## config.mk

```make
export PLATFORM = sky130hd
export DESIGN_NAME = tssc_top
export DESIGN_NICKNAME = d
export VERILOG_FILES = /design/src/tssc_pkg.sv /design/src/tssc_top.sv /design/src/tssc_switch.sv
export SDC_FILE = /design/constraint.sdc
export NUM_CORES = 1
export LEC_CHECK = 0
export ABC_AREA = 1
export BUFFER_PORTS_ARGS = -buffer_cell sky130_fd_sc_hd__buf_2
export CORE_AREA = 4 4 72 74
export CTS_CLUSTER_DIAMETER = 120
export DETAILED_ROUTE_END_ITERATION = 8
export DIE_AREA = 0 0 76 78
export PLACE_DENSITY = 0.9
export SYNTH_ARGS = -nofsm -noshare
export SYNTH_HDL_FRONTEND = slang
export SYNTH_SLANG_ARGS = --single-unit
```

## constraint.sdc

```tcl
create_clock -name clock_i -period 2.35 [get_ports clock_i]
set_input_delay 0 -clock clock_i [delete_from_list [all_inputs] [get_ports clock_i]]
set_output_delay 0 -clock clock_i [all_outputs]
set_load 0.01 [all_outputs]
```

## src/tssc_pkg.sv

```systemverilog
// package: constants for the two-speed start-up clock control block
//------------------------------------------------------------------------------
//------------------------------------------------------------------------------
package tssc_pkg;

  // register map of the plain register port
  localparam logic [1:0] ADDR_OSC_CTRL = 2'h0;
  localparam logic [1:0] ADDR_CONFIG   = 2'h1;
  localparam logic [1:0] ADDR_COMMAND  = 2'h2;

  // oscillator control register fields
  localparam int FLD_SCS_LSB   = 0;
  localparam int FLD_RUNNING   = 3;
  localparam int FLD_IFS_LSB   = 4;
  localparam logic [7:0] OSC_CTRL_RESET = 8'h00;

  // config byte one high fields
  localparam int FLD_MODE_LSB  = 0;
  localparam int FLD_ENABLE    = 7;
  localparam logic [7:0] CONFIG_RESET = 8'h00;

  // command register bits
  localparam int CMD_SLEEP     = 0;
  localparam int CMD_IDLE      = 1;

  // primary oscillator modes (crystal-based ones are the first four)
  localparam logic [3:0] MODE_LOW_POWER_XTAL = 4'h0;
  localparam logic [3:0] MODE_STANDARD_XTAL  = 4'h1;
  localparam logic [3:0] MODE_HIGH_SPEED_XTAL = 4'h2;
  localparam logic [3:0] MODE_HS_MULTIPLIED  = 4'h3;

  // clock select values
  localparam logic [1:0] SEL_PRIMARY  = 2'h0;
  localparam logic [1:0] SEL_INTERNAL = 2'h2;

  // timing
  localparam int CLOCK_NS      = 40;
  localparam int OST_CYCLES    = 1024;
  localparam int PWRT_NS       = 2000;
  localparam int PWRT_CYCLES   = (PWRT_NS + CLOCK_NS - 1) / CLOCK_NS;
  localparam int SWITCH_CYCLES = 9;

  // power state machine
  typedef enum logic [3:0] {
    ST_PWRUP = 4'b0001,
    ST_INT   = 4'b0010,
    ST_PRI   = 4'b0100,
    ST_SLEEP = 4'b1000
  } tssc_state_t;

endpackage

```

## src/tssc_top.sv

```systemverilog
// module: two-speed start-up clock control with register port
//
// The register offsets and the plain strobed port were decided locally.
`timescale 1ns/10ps
module tssc_top (
  // clock and reset
  input  wire logic       clock_i,
  input  wire logic       rst_i,
  input  wire logic       por_i,
  // register port
  input  wire logic [1:0] addr_i,
  input  wire logic [7:0] wdata_i,
  input  wire logic       wr_i,
  input  wire logic       rd_i,
  output logic      [7:0] rdata_o,
  // oscillator side
  input  wire logic       primary_ready_i,
  input  wire logic       wake_i,
  // clock control outputs
  output logic            use_primary_o,
  output logic      [2:0] freq_select_o,
  output logic      [1:0] clock_select_o,
  output logic            sleeping_o
);

  //----------------------------------------------------------------------------
  // registers
  //----------------------------------------------------------------------------
  logic [2:0]  ifs_reg;
  logic [1:0]  scs_reg;
  logic [7:0]  cfg_reg;
  logic        idle_reg;
  logic        por_seen_reg;
  logic        ready_meta_reg;
  logic        ready_sync_reg;
  logic        wake_meta_reg;
  logic        wake_sync_reg;
  logic        wake_prev_reg;
  logic [10:0] ost_reg;
  logic [7:0]  pwrt_reg;
  logic        ost_done;
  logic        two_speed;
  logic        want_primary;
  logic        use_primary;
  logic        pausing;
  logic        wake_rise;
  logic        sleep_cmd;
  logic [7:0]  rdata_next;
  tssc_pkg::tssc_state_t state_reg;
  tssc_pkg::tssc_state_t state_next;

  // crystal modes only permit two-speed start-up
  function automatic logic is_crystal(input logic [3:0] mode);
    is_crystal = (mode == tssc_pkg::MODE_LOW_POWER_XTAL) ||
                 (mode == tssc_pkg::MODE_STANDARD_XTAL) ||
                 (mode == tssc_pkg::MODE_HIGH_SPEED_XTAL) ||
                 (mode == tssc_pkg::MODE_HS_MULTIPLIED);
  endfunction

  //----------------------------------------------------------------------------
  // input synchronisers
  //----------------------------------------------------------------------------
  // pins come from other domains, two flops before use
  always_ff @(posedge clock_i) begin
    if (rst_i) begin
      ready_meta_reg <= 1'b0;
      ready_sync_reg <= 1'b0;
      wake_meta_reg  <= 1'b0;
      wake_sync_reg  <= 1'b0;
      wake_prev_reg  <= 1'b0;
    end else begin
      ready_meta_reg <= primary_ready_i;
      ready_sync_reg <= ready_meta_reg;
      wake_meta_reg  <= wake_i;
      wake_sync_reg  <= wake_meta_reg;
      wake_prev_reg  <= wake_sync_reg;
    end
  end

  assign wake_rise = wake_sync_reg & ~wake_prev_reg;
  assign sleep_cmd = wr_i && (addr_i == tssc_pkg::ADDR_COMMAND) &&
                     wdata_i[tssc_pkg::CMD_SLEEP];

  // enable only from config bit 7 and a crystal mode
  assign two_speed = cfg_reg[tssc_pkg::FLD_ENABLE] &&
                     is_crystal(cfg_reg[tssc_pkg::FLD_MODE_LSB +: 4]);

  //----------------------------------------------------------------------------
  // software registers
  //----------------------------------------------------------------------------
  // rst_i clears control; config survives non-power-on resets
  always_ff @(posedge clock_i) begin
    if (rst_i) begin
      ifs_reg  <= tssc_pkg::OSC_CTRL_RESET[tssc_pkg::FLD_IFS_LSB +: 3];
      scs_reg  <= tssc_pkg::OSC_CTRL_RESET[tssc_pkg::FLD_SCS_LSB +: 2];
      idle_reg <= 1'b0;
    end else if (wr_i && addr_i == tssc_pkg::ADDR_OSC_CTRL) begin
      // accepted at any time, also before the timer runs out
      ifs_reg <= wdata_i[tssc_pkg::FLD_IFS_LSB +: 3];
      scs_reg <= wdata_i[tssc_pkg::FLD_SCS_LSB +: 2];
    end else if (wr_i && addr_i == tssc_pkg::ADDR_COMMAND) begin
      idle_reg <= wdata_i[tssc_pkg::CMD_IDLE];
    end
  end

  // configuration byte, written like a programmed fuse
  always_ff @(posedge clock_i) begin
    if (por_i) begin
      cfg_reg <= tssc_pkg::CONFIG_RESET;
    end else if (wr_i && addr_i == tssc_pkg::ADDR_CONFIG) begin
      cfg_reg <= wdata_i;
    end
  end

  // remember a power-on so the power-up timer runs first
  always_ff @(posedge clock_i) begin
    if (por_i) begin
      por_seen_reg <= 1'b1;
    end else if (state_reg != tssc_pkg::ST_PWRUP) begin
      // cleared on leaving power-up, also when two-speed is off
      por_seen_reg <= 1'b0;
    end
  end

  //----------------------------------------------------------------------------
  // timers
  //----------------------------------------------------------------------------
  // power-up timer, only after a power-on reset
  always_ff @(posedge clock_i) begin
    if (rst_i) begin
      pwrt_reg <= 8'h00;
    end else if (state_reg == tssc_pkg::ST_PWRUP) begin
      pwrt_reg <= pwrt_reg + 8'h01;
    end else begin
      pwrt_reg <= 8'h00;
    end
  end

  // start-up timer counts clock cycles while the primary is ready; restarts on sleep
  always_ff @(posedge clock_i) begin
    if (rst_i || state_reg == tssc_pkg::ST_SLEEP) begin
      ost_reg <= 11'h000;
    end else if (ready_sync_reg && !ost_done) begin
      ost_reg <= ost_reg + 11'h001;
    end
  end

  assign ost_done = (ost_reg == 11'(tssc_pkg::OST_CYCLES));

  //----------------------------------------------------------------------------
  // run state machine
  //----------------------------------------------------------------------------
  always_comb begin
    state_next = state_reg;
    case (state_reg)
      tssc_pkg::ST_PWRUP: begin
        if (!por_seen_reg ||
            pwrt_reg >= 8'(tssc_pkg::PWRT_CYCLES - 1)) begin
          state_next = two_speed ? tssc_pkg::ST_INT : tssc_pkg::ST_PRI;
        end
      end
      tssc_pkg::ST_INT: begin
        // sleep still honoured while on the internal source
        if (sleep_cmd && !idle_reg) begin
          state_next = tssc_pkg::ST_SLEEP;
        end else if (ost_done) begin
          state_next = tssc_pkg::ST_PRI;
        end
      end
      tssc_pkg::ST_PRI: begin
        if (sleep_cmd && !idle_reg) begin
          state_next = tssc_pkg::ST_SLEEP;
        end
      end
      tssc_pkg::ST_SLEEP: begin
        if (wake_rise) begin
          state_next = two_speed ? tssc_pkg::ST_INT
                                 : tssc_pkg::ST_PRI;
        end
      end
      default: state_next = tssc_pkg::ST_PWRUP;
    endcase
  end

  always_ff @(posedge clock_i) begin
    if (rst_i) begin
      state_reg <= tssc_pkg::ST_PWRUP;
    end else begin
      state_reg <= state_next;
    end
  end

  // idle modes keep the selected source; enable bit plays no part there
  // primary is used only once the start-up timer has expired
  always_comb begin
    if (state_reg == tssc_pkg::ST_INT) begin
      want_primary = 1'b0;
    end else if (idle_reg) begin
      want_primary = (scs_reg == tssc_pkg::SEL_PRIMARY) && ost_done;
    end else begin
      want_primary = (state_reg == tssc_pkg::ST_PRI) && ost_done &&
                     (scs_reg == tssc_pkg::SEL_PRIMARY);
    end
  end

  tssc_switch u_switch (
    .clock_i        (clock_i),
    .rst_i          (rst_i),
    .want_primary_i (want_primary),
    .use_primary_o  (use_primary),
    .pausing_o      (pausing)
  );

  //----------------------------------------------------------------------------
  // outputs and read port
  //----------------------------------------------------------------------------
  // frequency select held through sleep applies on wake
  always_ff @(posedge clock_i) begin
    if (rst_i) begin
      use_primary_o  <= 1'b0;
      freq_select_o  <= 3'h0;
      clock_select_o <= 2'h0;
      sleeping_o     <= 1'b0;
    end else begin
      use_primary_o  <= use_primary;
      freq_select_o  <= ifs_reg;
      clock_select_o <= scs_reg;
      sleeping_o     <= (state_reg == tssc_pkg::ST_SLEEP);
    end
  end

  always_comb begin
    rdata_next = 8'h00;
    case (addr_i)
      tssc_pkg::ADDR_OSC_CTRL: begin
        rdata_next[tssc_pkg::FLD_IFS_LSB +: 3] = ifs_reg;
        rdata_next[tssc_pkg::FLD_SCS_LSB +: 2] = scs_reg;
        rdata_next[tssc_pkg::FLD_RUNNING]      = use_primary;
      end
      tssc_pkg::ADDR_CONFIG: rdata_next = cfg_reg;
      default:               rdata_next = 8'h00;
    endcase
  end

  // read data stands only in the cycle after the strobe
  always_ff @(posedge clock_i) begin
    if (rst_i) begin
      rdata_o <= 8'h00;
    end else if (rd_i) begin
      rdata_o <= rdata_next;
    end else begin
      rdata_o <= 8'h00;
    end
  end

  //----------------------------------------------------------------------------
  // checks
  //----------------------------------------------------------------------------
  a_reset_clears: assert property (@(posedge clock_i)
    $fell(rst_i) |-> (ifs_reg == 3'h0) && (scs_reg == 2'h0) && !use_primary)
    else $error("control not cleared by reset");

  a_int_no_primary: assert property (@(posedge clock_i) disable iff (rst_i)
    (state_reg == tssc_pkg::ST_INT) |-> !want_primary)
    else $error("primary requested during internal start");

  a_ost_to_pri: assert property (@(posedge clock_i) disable iff (rst_i)
    (state_reg == tssc_pkg::ST_INT) && ost_done && !sleep_cmd
    |=> (state_reg == tssc_pkg::ST_PRI))
    else $error("no switch at timer expiry");

  a_sleep_accept: assert property (@(posedge clock_i) disable iff (rst_i)
    (state_reg == tssc_pkg::ST_INT) && sleep_cmd && !idle_reg
    |=> (state_reg == tssc_pkg::ST_SLEEP))
    else $error("sleep refused on internal clock");

  a_scs_write: assert property (@(posedge clock_i) disable iff (rst_i)
    wr_i && (addr_i == tssc_pkg::ADDR_OSC_CTRL) |=> (scs_reg == $past(wdata_i[1:0])))
    else $error("clock select write lost");

  a_running_flag: assert property (@(posedge clock_i) disable iff (rst_i)
    rd_i && (addr_i == tssc_pkg::ADDR_OSC_CTRL)
    |=> (rdata_o[3] == $past(use_primary)))
    else $error("running flag wrong");

  a_wake_internal: assert property (@(posedge clock_i) disable iff (rst_i)
    (state_reg == tssc_pkg::ST_SLEEP) && wake_rise && two_speed
    |=> (state_reg == tssc_pkg::ST_INT))
    else $error("sleep wake skipped internal clock");

  a_mode_gate: assert property (@(posedge clock_i) disable iff (rst_i)
    !is_crystal(cfg_reg[3:0]) && (state_reg != tssc_pkg::ST_INT)
    |=> (state_reg != tssc_pkg::ST_INT))
    else $error("two-speed on non-crystal mode");

  // power-up timer must run out before any run state after power-on
  a_pwrup_hold: assert property (@(posedge clock_i) disable iff (rst_i)
    (state_reg == tssc_pkg::ST_PWRUP) && por_seen_reg &&
    (pwrt_reg < 8'(tssc_pkg::PWRT_CYCLES - 1))
    |=> (state_reg == tssc_pkg::ST_PWRUP))
    else $error("power-up timer cut short");

  // primary may only take over once the start-up timer has expired
  a_primary_late: assert property (@(posedge clock_i) disable iff (rst_i)
    $rose(use_primary) |-> $past(ost_done))
    else $error("primary used before timer expiry");

  a_idle_no_ts: assert property (@(posedge clock_i) disable iff (rst_i)
    idle_reg && (state_reg != tssc_pkg::ST_INT) && (scs_reg != 2'h0)
    |-> !want_primary)
    else $error("idle wake left selected source");

endmodule // tssc_top

```

## src/tssc_switch.sv

```systemverilog
// module: glitch-free hand-over between internal and primary clock
`timescale 1ns/10ps
module tssc_switch (
  // clock and reset
  input  wire logic clock_i,
  input  wire logic rst_i,
  // request and result
  input  wire logic want_primary_i,
  output logic      use_primary_o,
  output logic      pausing_o
);

  logic [3:0] pause_reg;
  logic       use_reg;

  // the source changes only after a quiet pause of several clocks, so
  // no shortened pulse reaches the system clock
  always_ff @(posedge clock_i) begin
    if (rst_i) begin
      pause_reg <= 4'h0;
      use_reg   <= 1'b0;
    end else if (want_primary_i != use_reg) begin
      if (pause_reg == 4'(tssc_pkg::SWITCH_CYCLES - 1)) begin
        pause_reg <= 4'h0;
        use_reg   <= want_primary_i;
      end else begin
        pause_reg <= pause_reg + 4'h1;
      end
    end else begin
      pause_reg <= 4'h0;
    end
  end

  assign use_primary_o = use_reg;
  assign pausing_o     = (want_primary_i != use_reg);

  // a source change must follow the full quiet pause, never cut it short
  a_switch_pause: assert property (@(posedge clock_i) disable iff (rst_i)
    $changed(use_reg) |->
    ($past(pause_reg) == 4'(tssc_pkg::SWITCH_CYCLES - 1)))
    else $error("clock switched without pause");

endmodule // tssc_switch

```

* Word-level counts from Yosys, hierarchy flattened
Cells that the tools add are included.
** Cells by class
- Eq/ne operators :: 17
- Shifts and indexed selects :: 0
- Bitwise gates (word level) :: 7
- Divide/modulo/power cells :: 0
- Magnitude comparators :: 1
- Reduce and logical (&&, ||, !) cells :: 28
- Multipliers :: 0
- Add/subtract/negate cells :: 3
- Muxes and demuxes :: 11
** Operators by type and width (count)
- 4-bit 2-to-1 mux :: 5
- 4-bit case mux with 4 select lines :: 1
- 4-bit by 2-bit equality test with 1-bit output (second input constant) :: 3
- 11-bit by 1-bit adder with 11-bit output (second input constant) :: 1
- 11-bit equality test (second input constant) :: 1
- 1-bit logical AND :: 10
- 8-bit by 1-bit adder with 8-bit output (second input constant) :: 1
- 4-bit by 1-bit equality test with 1-bit output (second input constant) :: 2
- 4-bit equality test (second input constant) :: 2
- 8-bit by 6-bit greater-or-equal comparator with 1-bit output (second input constant) :: 1
- 4-bit case mux with 2 select lines :: 1
- 1-bit inverter :: 6
- 3-bit OR reduction :: 2
- 1-bit logical OR :: 5
- 4-bit by 1-bit adder with 4-bit output (second input constant) :: 1
- 4-bit by 3-bit equality test with 1-bit output (second input constant) :: 1
- 2-bit zero test :: 2
- 4-bit zero test :: 1
- 2-bit inequality test (second input constant) :: 2
- 4-bit by 1-bit inequality test with 1-bit output (second input constant) :: 1
- 2-bit case mux with 2 select lines :: 1
- 2-bit AND reduction :: 2
- 4-bit AND reduction :: 1
- 2-bit OR reduction :: 2
- 9 further kinds :: 12
** Storage, ports and cells
- Register bits :: 63
- Memories :: 0
- Bits in read-only memories :: 0
- RAM bits :: 0
- Output and inout bits :: 15
- Input port bits :: 17
- Bits in latches :: 0

* Longest topological paths before layout
- Depth after elaboration :: 8
- Gate-level depth with buffers :: 11

* Modules after synthesis
Synthesis repeated with hierarchy kept, for this count alone.
** Unflattened totals
- Cell total of the unflattened synthesis :: 357
- Area total of the unflattened synthesis :: 2681.3 µm²
** Modules (own cells, without submodules)
- tssc_top :: area each 2434.8 µm², times used 1, sequential area each 1161.1 µm², cells an instance 324
- tssc_switch :: area each 246.5 µm², times used 1, sequential area each 100.1 µm², cells an instance 33

* Least setup slack after synthesis
Ideal clock, no wire load.
- Path kind :: flip-flop to flip-flop
- From :: register ost_reg[0]
- To :: register ost_reg[8]
- Path slack :: 984 ps
- Cell stages (with the launch flop) :: 9
- Data arrival time :: 1243 ps
- Buffers on the path :: 0
- Cells stage by stage :: dfxtp_1 -> ha_1 -> nand2_1 -> nor3_2 -> nand3_1 -> nor2_1 -> nand2_1 -> nand2_1 -> nor2_1
** On the way
- Word-level cells in the longest chain between the ends :: 3
- Elaborated cells between the ends (all ways) :: 4
- Classes of those cells :: 1 x add/sub; 1 x eq/ne; 2 x reduce/logical
** RTL lines
- start, declared :: RTL line tssc_top.sv:39 : logic [10:0] ost_reg;
- start signal, assigned :: RTL line tssc_top.sv:144 : ost_reg <= ost_reg + 11'h001;
- parallel branches: the longest is 3 deep, another holds 11-bit by 1-bit adder with 11-bit output
Parallel ways; which one is timed is not known.
A chain may end at the register's enable or synchronous reset.

* Final worst setup path
- From :: register ost_reg[0]
- To :: register ost_reg[5]
The elaborated chain is that of the path after synthesis.

==> impl_metrics.csv <==
group,metric,value,unit
hold_path,hold_end,"cfg_reg[0]",
drt,wl,5738,um
run_status,status,"complete, no violations",
timing,worst_slack,791.2,ps
cts,post_cts_buffers,0,
power_and_ir_drop,p_comb_share,16.0,%
timing,rsz0062_at_grt,"no",
power_and_ir_drop,p_seq_share,47.3,%
floorplanning,die_y,78,um
hold_path,hold_depth,3,
timing,setup_violations,0,
hold_path,worstHoldStart,"wdata_i[0]",
timing,maxSlewHeadroom,70.25,%
power_and_ir_drop,p_int,1.789,mW
finish,fillers,353,
timing,max_freq,641.5,MHz
floorplanning,fp-row-count,25,
synth,ys_ff_latch,63,
cts,cts_root_buf,"clkbuf_8",
placed_design,place.gp.congestion,0.8428,
power_and_ir_drop,p_switching,0.6997,mW
floorplanning,coreArea,4598,sq um
synth,synthTopCellsByArea,"dfxtp_1 48%, nand2_1 8.7%, nor2_1 8.7%",
setup_path,max_stage_delay,410,ps
synth,synth_cells,357,
timing,slew_violations,0,
cts,htree_levels,3,
placed_design,hpwl,3804,um
cts,cts_buffers,9,
timing,finalCriticalPeriod,1559,ps
timing,final.period_utilization,66.33,%
timing,tns,0,ps
setup_path,worstSetupStartpointType,"register",
synth,ys_warn_count,0,
setup_path,rr_worst_depth,10,
floorplanning,die_w,76,um
synth,syn-cell-area,2634,sq um
cts,clock_path_buffers,2,
cts,clkLatencyLatePin,340,ps
finish,antenna_cells,0,
global_routing,use_met2,36.64,%
synth,synth.distinct_cells,30,
synth,synth-seq-area-share,47.89,%
finish,final_nets,428,
cts,clk_pin_slew,70,ps
setup_path,timing_worst_setup_path_type,"register to register",
power_and_ir_drop,power_density,797.8,nW/um^2
global_routing,use_met1,23.25,%
setup_path,cp.arrival,1790,ps
drt,drtIter0Drc,112,
synth,yosys.area.top_type_share,47.89,%
setup_path,cp_slowest_cell,"dfxtp_1",
placed_design,dpl_cell_area,2829,sq um
drt,drc,0,
timing,hold_viol_final,0,
power_and_ir_drop,peakVddDrop,0.6590,mV
floorplanning,initial_utilization,57.28,%
floorplanning,pin_count,32,
setup_path,timing.rr.end,"ost_reg[5]",
setup_path,ff2ff_setup_slack,790,ps
global_routing,grt_overflow,0,
global_routing,antenna_found_initial,0,
run,timing.max_cap.violations,0,
finish,design_area,3119,sq um
placed_design,portBuffers,31,
finish,area_growth,18.43,%
global_routing,grt_max_degree,17,
power_and_ir_drop,p_leak,1.368,nW
drt,routedWlPerCell,12.39,um
floorplanning,dieArea,5928,sq um
synth,avgSynthCellArea,7.378,sq um
global_routing,track_usage,21.06,%
setup_path,end_kind,"register",
timing,holdWs,16.20,ps
setup_path,critical_path_required,2580,ps
power_and_ir_drop,sw_frac_of_total,28.12,%
placed_design,pre_cts_slack,805.3,ps
drt,via_per_inst,5.201,
global_routing,grtUsageMet3,6.497,%
timing,clock_skew,7.488,ps
synth,synth_area_leader_cell,"dfxtp_1",
global_routing,grt_pass1_vias,2335,
timing,worst_pin_slew,445.1,ps
cts,cts_tree,"yes",
setup_path,cp_cell_sequence,"inv_1 > ha_1 > nand3_1 > inv_1 > nand2_2 > nand2_4 > inv_2 > nand3_1 > nand2_1 > a21oi_1",
finish,drive_gt1_share,13.69,%
setup_path,reg2reg_from,"ost_reg[0]",
synth,syn-num-nets,381,
global_routing,busiest_layer,"met2",
drt,drtPass1Iterations,4,
cts,clkSinkCount,63,
power_and_ir_drop,pwr-share-clk,36.7,%
finish,largest_register_ffs,11,
global_routing,grt_pass1_wl,10010,um
drt,route.vias.total,2408,
setup_path,cp_max_fo,13,
hold_path,hold_path.class,"input port to register",
drt,drt.antenna.violating_nets,0,
-- worst max-delay path: cells and delay by family (launching register included) --
family	cells	cell delay (ps)
AND/OR/NAND/NOR	5	460
adder cells (fa/ha/maj)	1	220
flip-flops	1	410
AO/OA/AOI/OAI	1	40
buffers and inverters	3	320
-- metal layers --
layer  up-vias  wire length (um)
met2        77              2885
met1      1098              2358
met5         -                 0
li1       1219                 -
met3        14               343
met4         0               150
-- worst max-delay path by stage --
stage	startpoint	endpoint	slack, ps
4_1_cts	ost_reg[0]	ost_reg[5]	790
5_1_grt	ost_reg[0]	ost_reg[8]	570
3_3_place_gp	ost_reg[0]	ost_reg[2]	890
2_1_floorplan	ost_reg[0]	ost_reg[8]	980
3_5_place_dp	ost_reg[0]	ost_reg[5]	810
6_report	ost_reg[0]	ost_reg[5]	790
-- logic make-up (layout without fill, tap and decap cells) --
group                    count (synthesis)  count (layout)  share of synthesized area [%]
flip-flops                              63              63                          47.89
AND/OR/NAND/NOR                        158             158                          25.27
adder cells (fa/ha/maj)                  7               7                          3.325
buffers and inverters                   65             117                          9.596
AO/OA/AOI/OAI                           60              60                          12.59
XOR/XNOR                                 4               4                          1.330
-- per-stage QoR --
step | instances | utilization [%] | total power [mW]
after floorplan | 357 | - | 1.483
after global placement | 437 | 61.52 | 1.556
after detailed placement | 437 | 61.52 | 1.582
after CTS | 463 | 67.84 | 2.499
after global routing | 463 | 67.84 | 2.638
final | 463 | 67.84 | 2.488
-- Yosys cell counts (all sizes together) --
master / n
a31oi: 1
o211ai: 1
o21ai: 22
nand3: 21
a21oi: 26
clkbuf: 3
o22ai: 6
xnor2: 1
nand2: 63
nor3b: 2
o21a: 1
buf: 2
nand4: 3
nor2: 65
or2: 1
o311ai: 1
inv: 60
dfxtp: 63
nor3: 3
xor2: 3
a211oi: 1
o21bai: 1
ha: 7
-- cells in the final DEF, fill, tap and decap left out, drive strengths merged, types with 2 or more instances in the layout --
master,count
a21oi,26
buf,31
clkbuf,12
clkinv,3
dfxtp,63
dlygate4sd3,10
ha,7
inv,60
nand2,63
nand3,21
nand4,3
nor2,65
nor3,3
nor3b,2
o21ai,22
o22ai,6
xor2,3
-- cell type report --
class	count	area [sq um]	share of cell area (%)
Clock buffer	12	145.1	4.653
Clock inverter	4	45.04	1.444
Inverter	60	225.2	7.220
Multi-Input combinational cell	229	1120	35.90
Sequential cell	63	1261	40.43
Tap cell	54	67.56	2.166
Timing Repair Buffer	41	255.2	8.183
-- power groups by stage --
| stage | Sequential [mW] | Combinational [mW] | Clock (mW) |
|---|---|---|---|
| floorplan | 1.19 | 0.289 | 0 |
| global placement | 1.20 | 0.359 | 0 |
| detailed placement | 1.20 | 0.381 | 0 |
| CTS | 1.18 | 0.396 | 0.926 |
| global route | 1.19 | 0.466 | 0.983 |
| finish | 1.18 | 0.399 | 0.912 |
-- repair_timing --
item | 4_1_cts | 5_1_grt
hold endpoints to repair | 13 | 0
hold buffers | 10 | 0
gates resized for setup | 0 | 0
(Power assumes the default switching activity.)
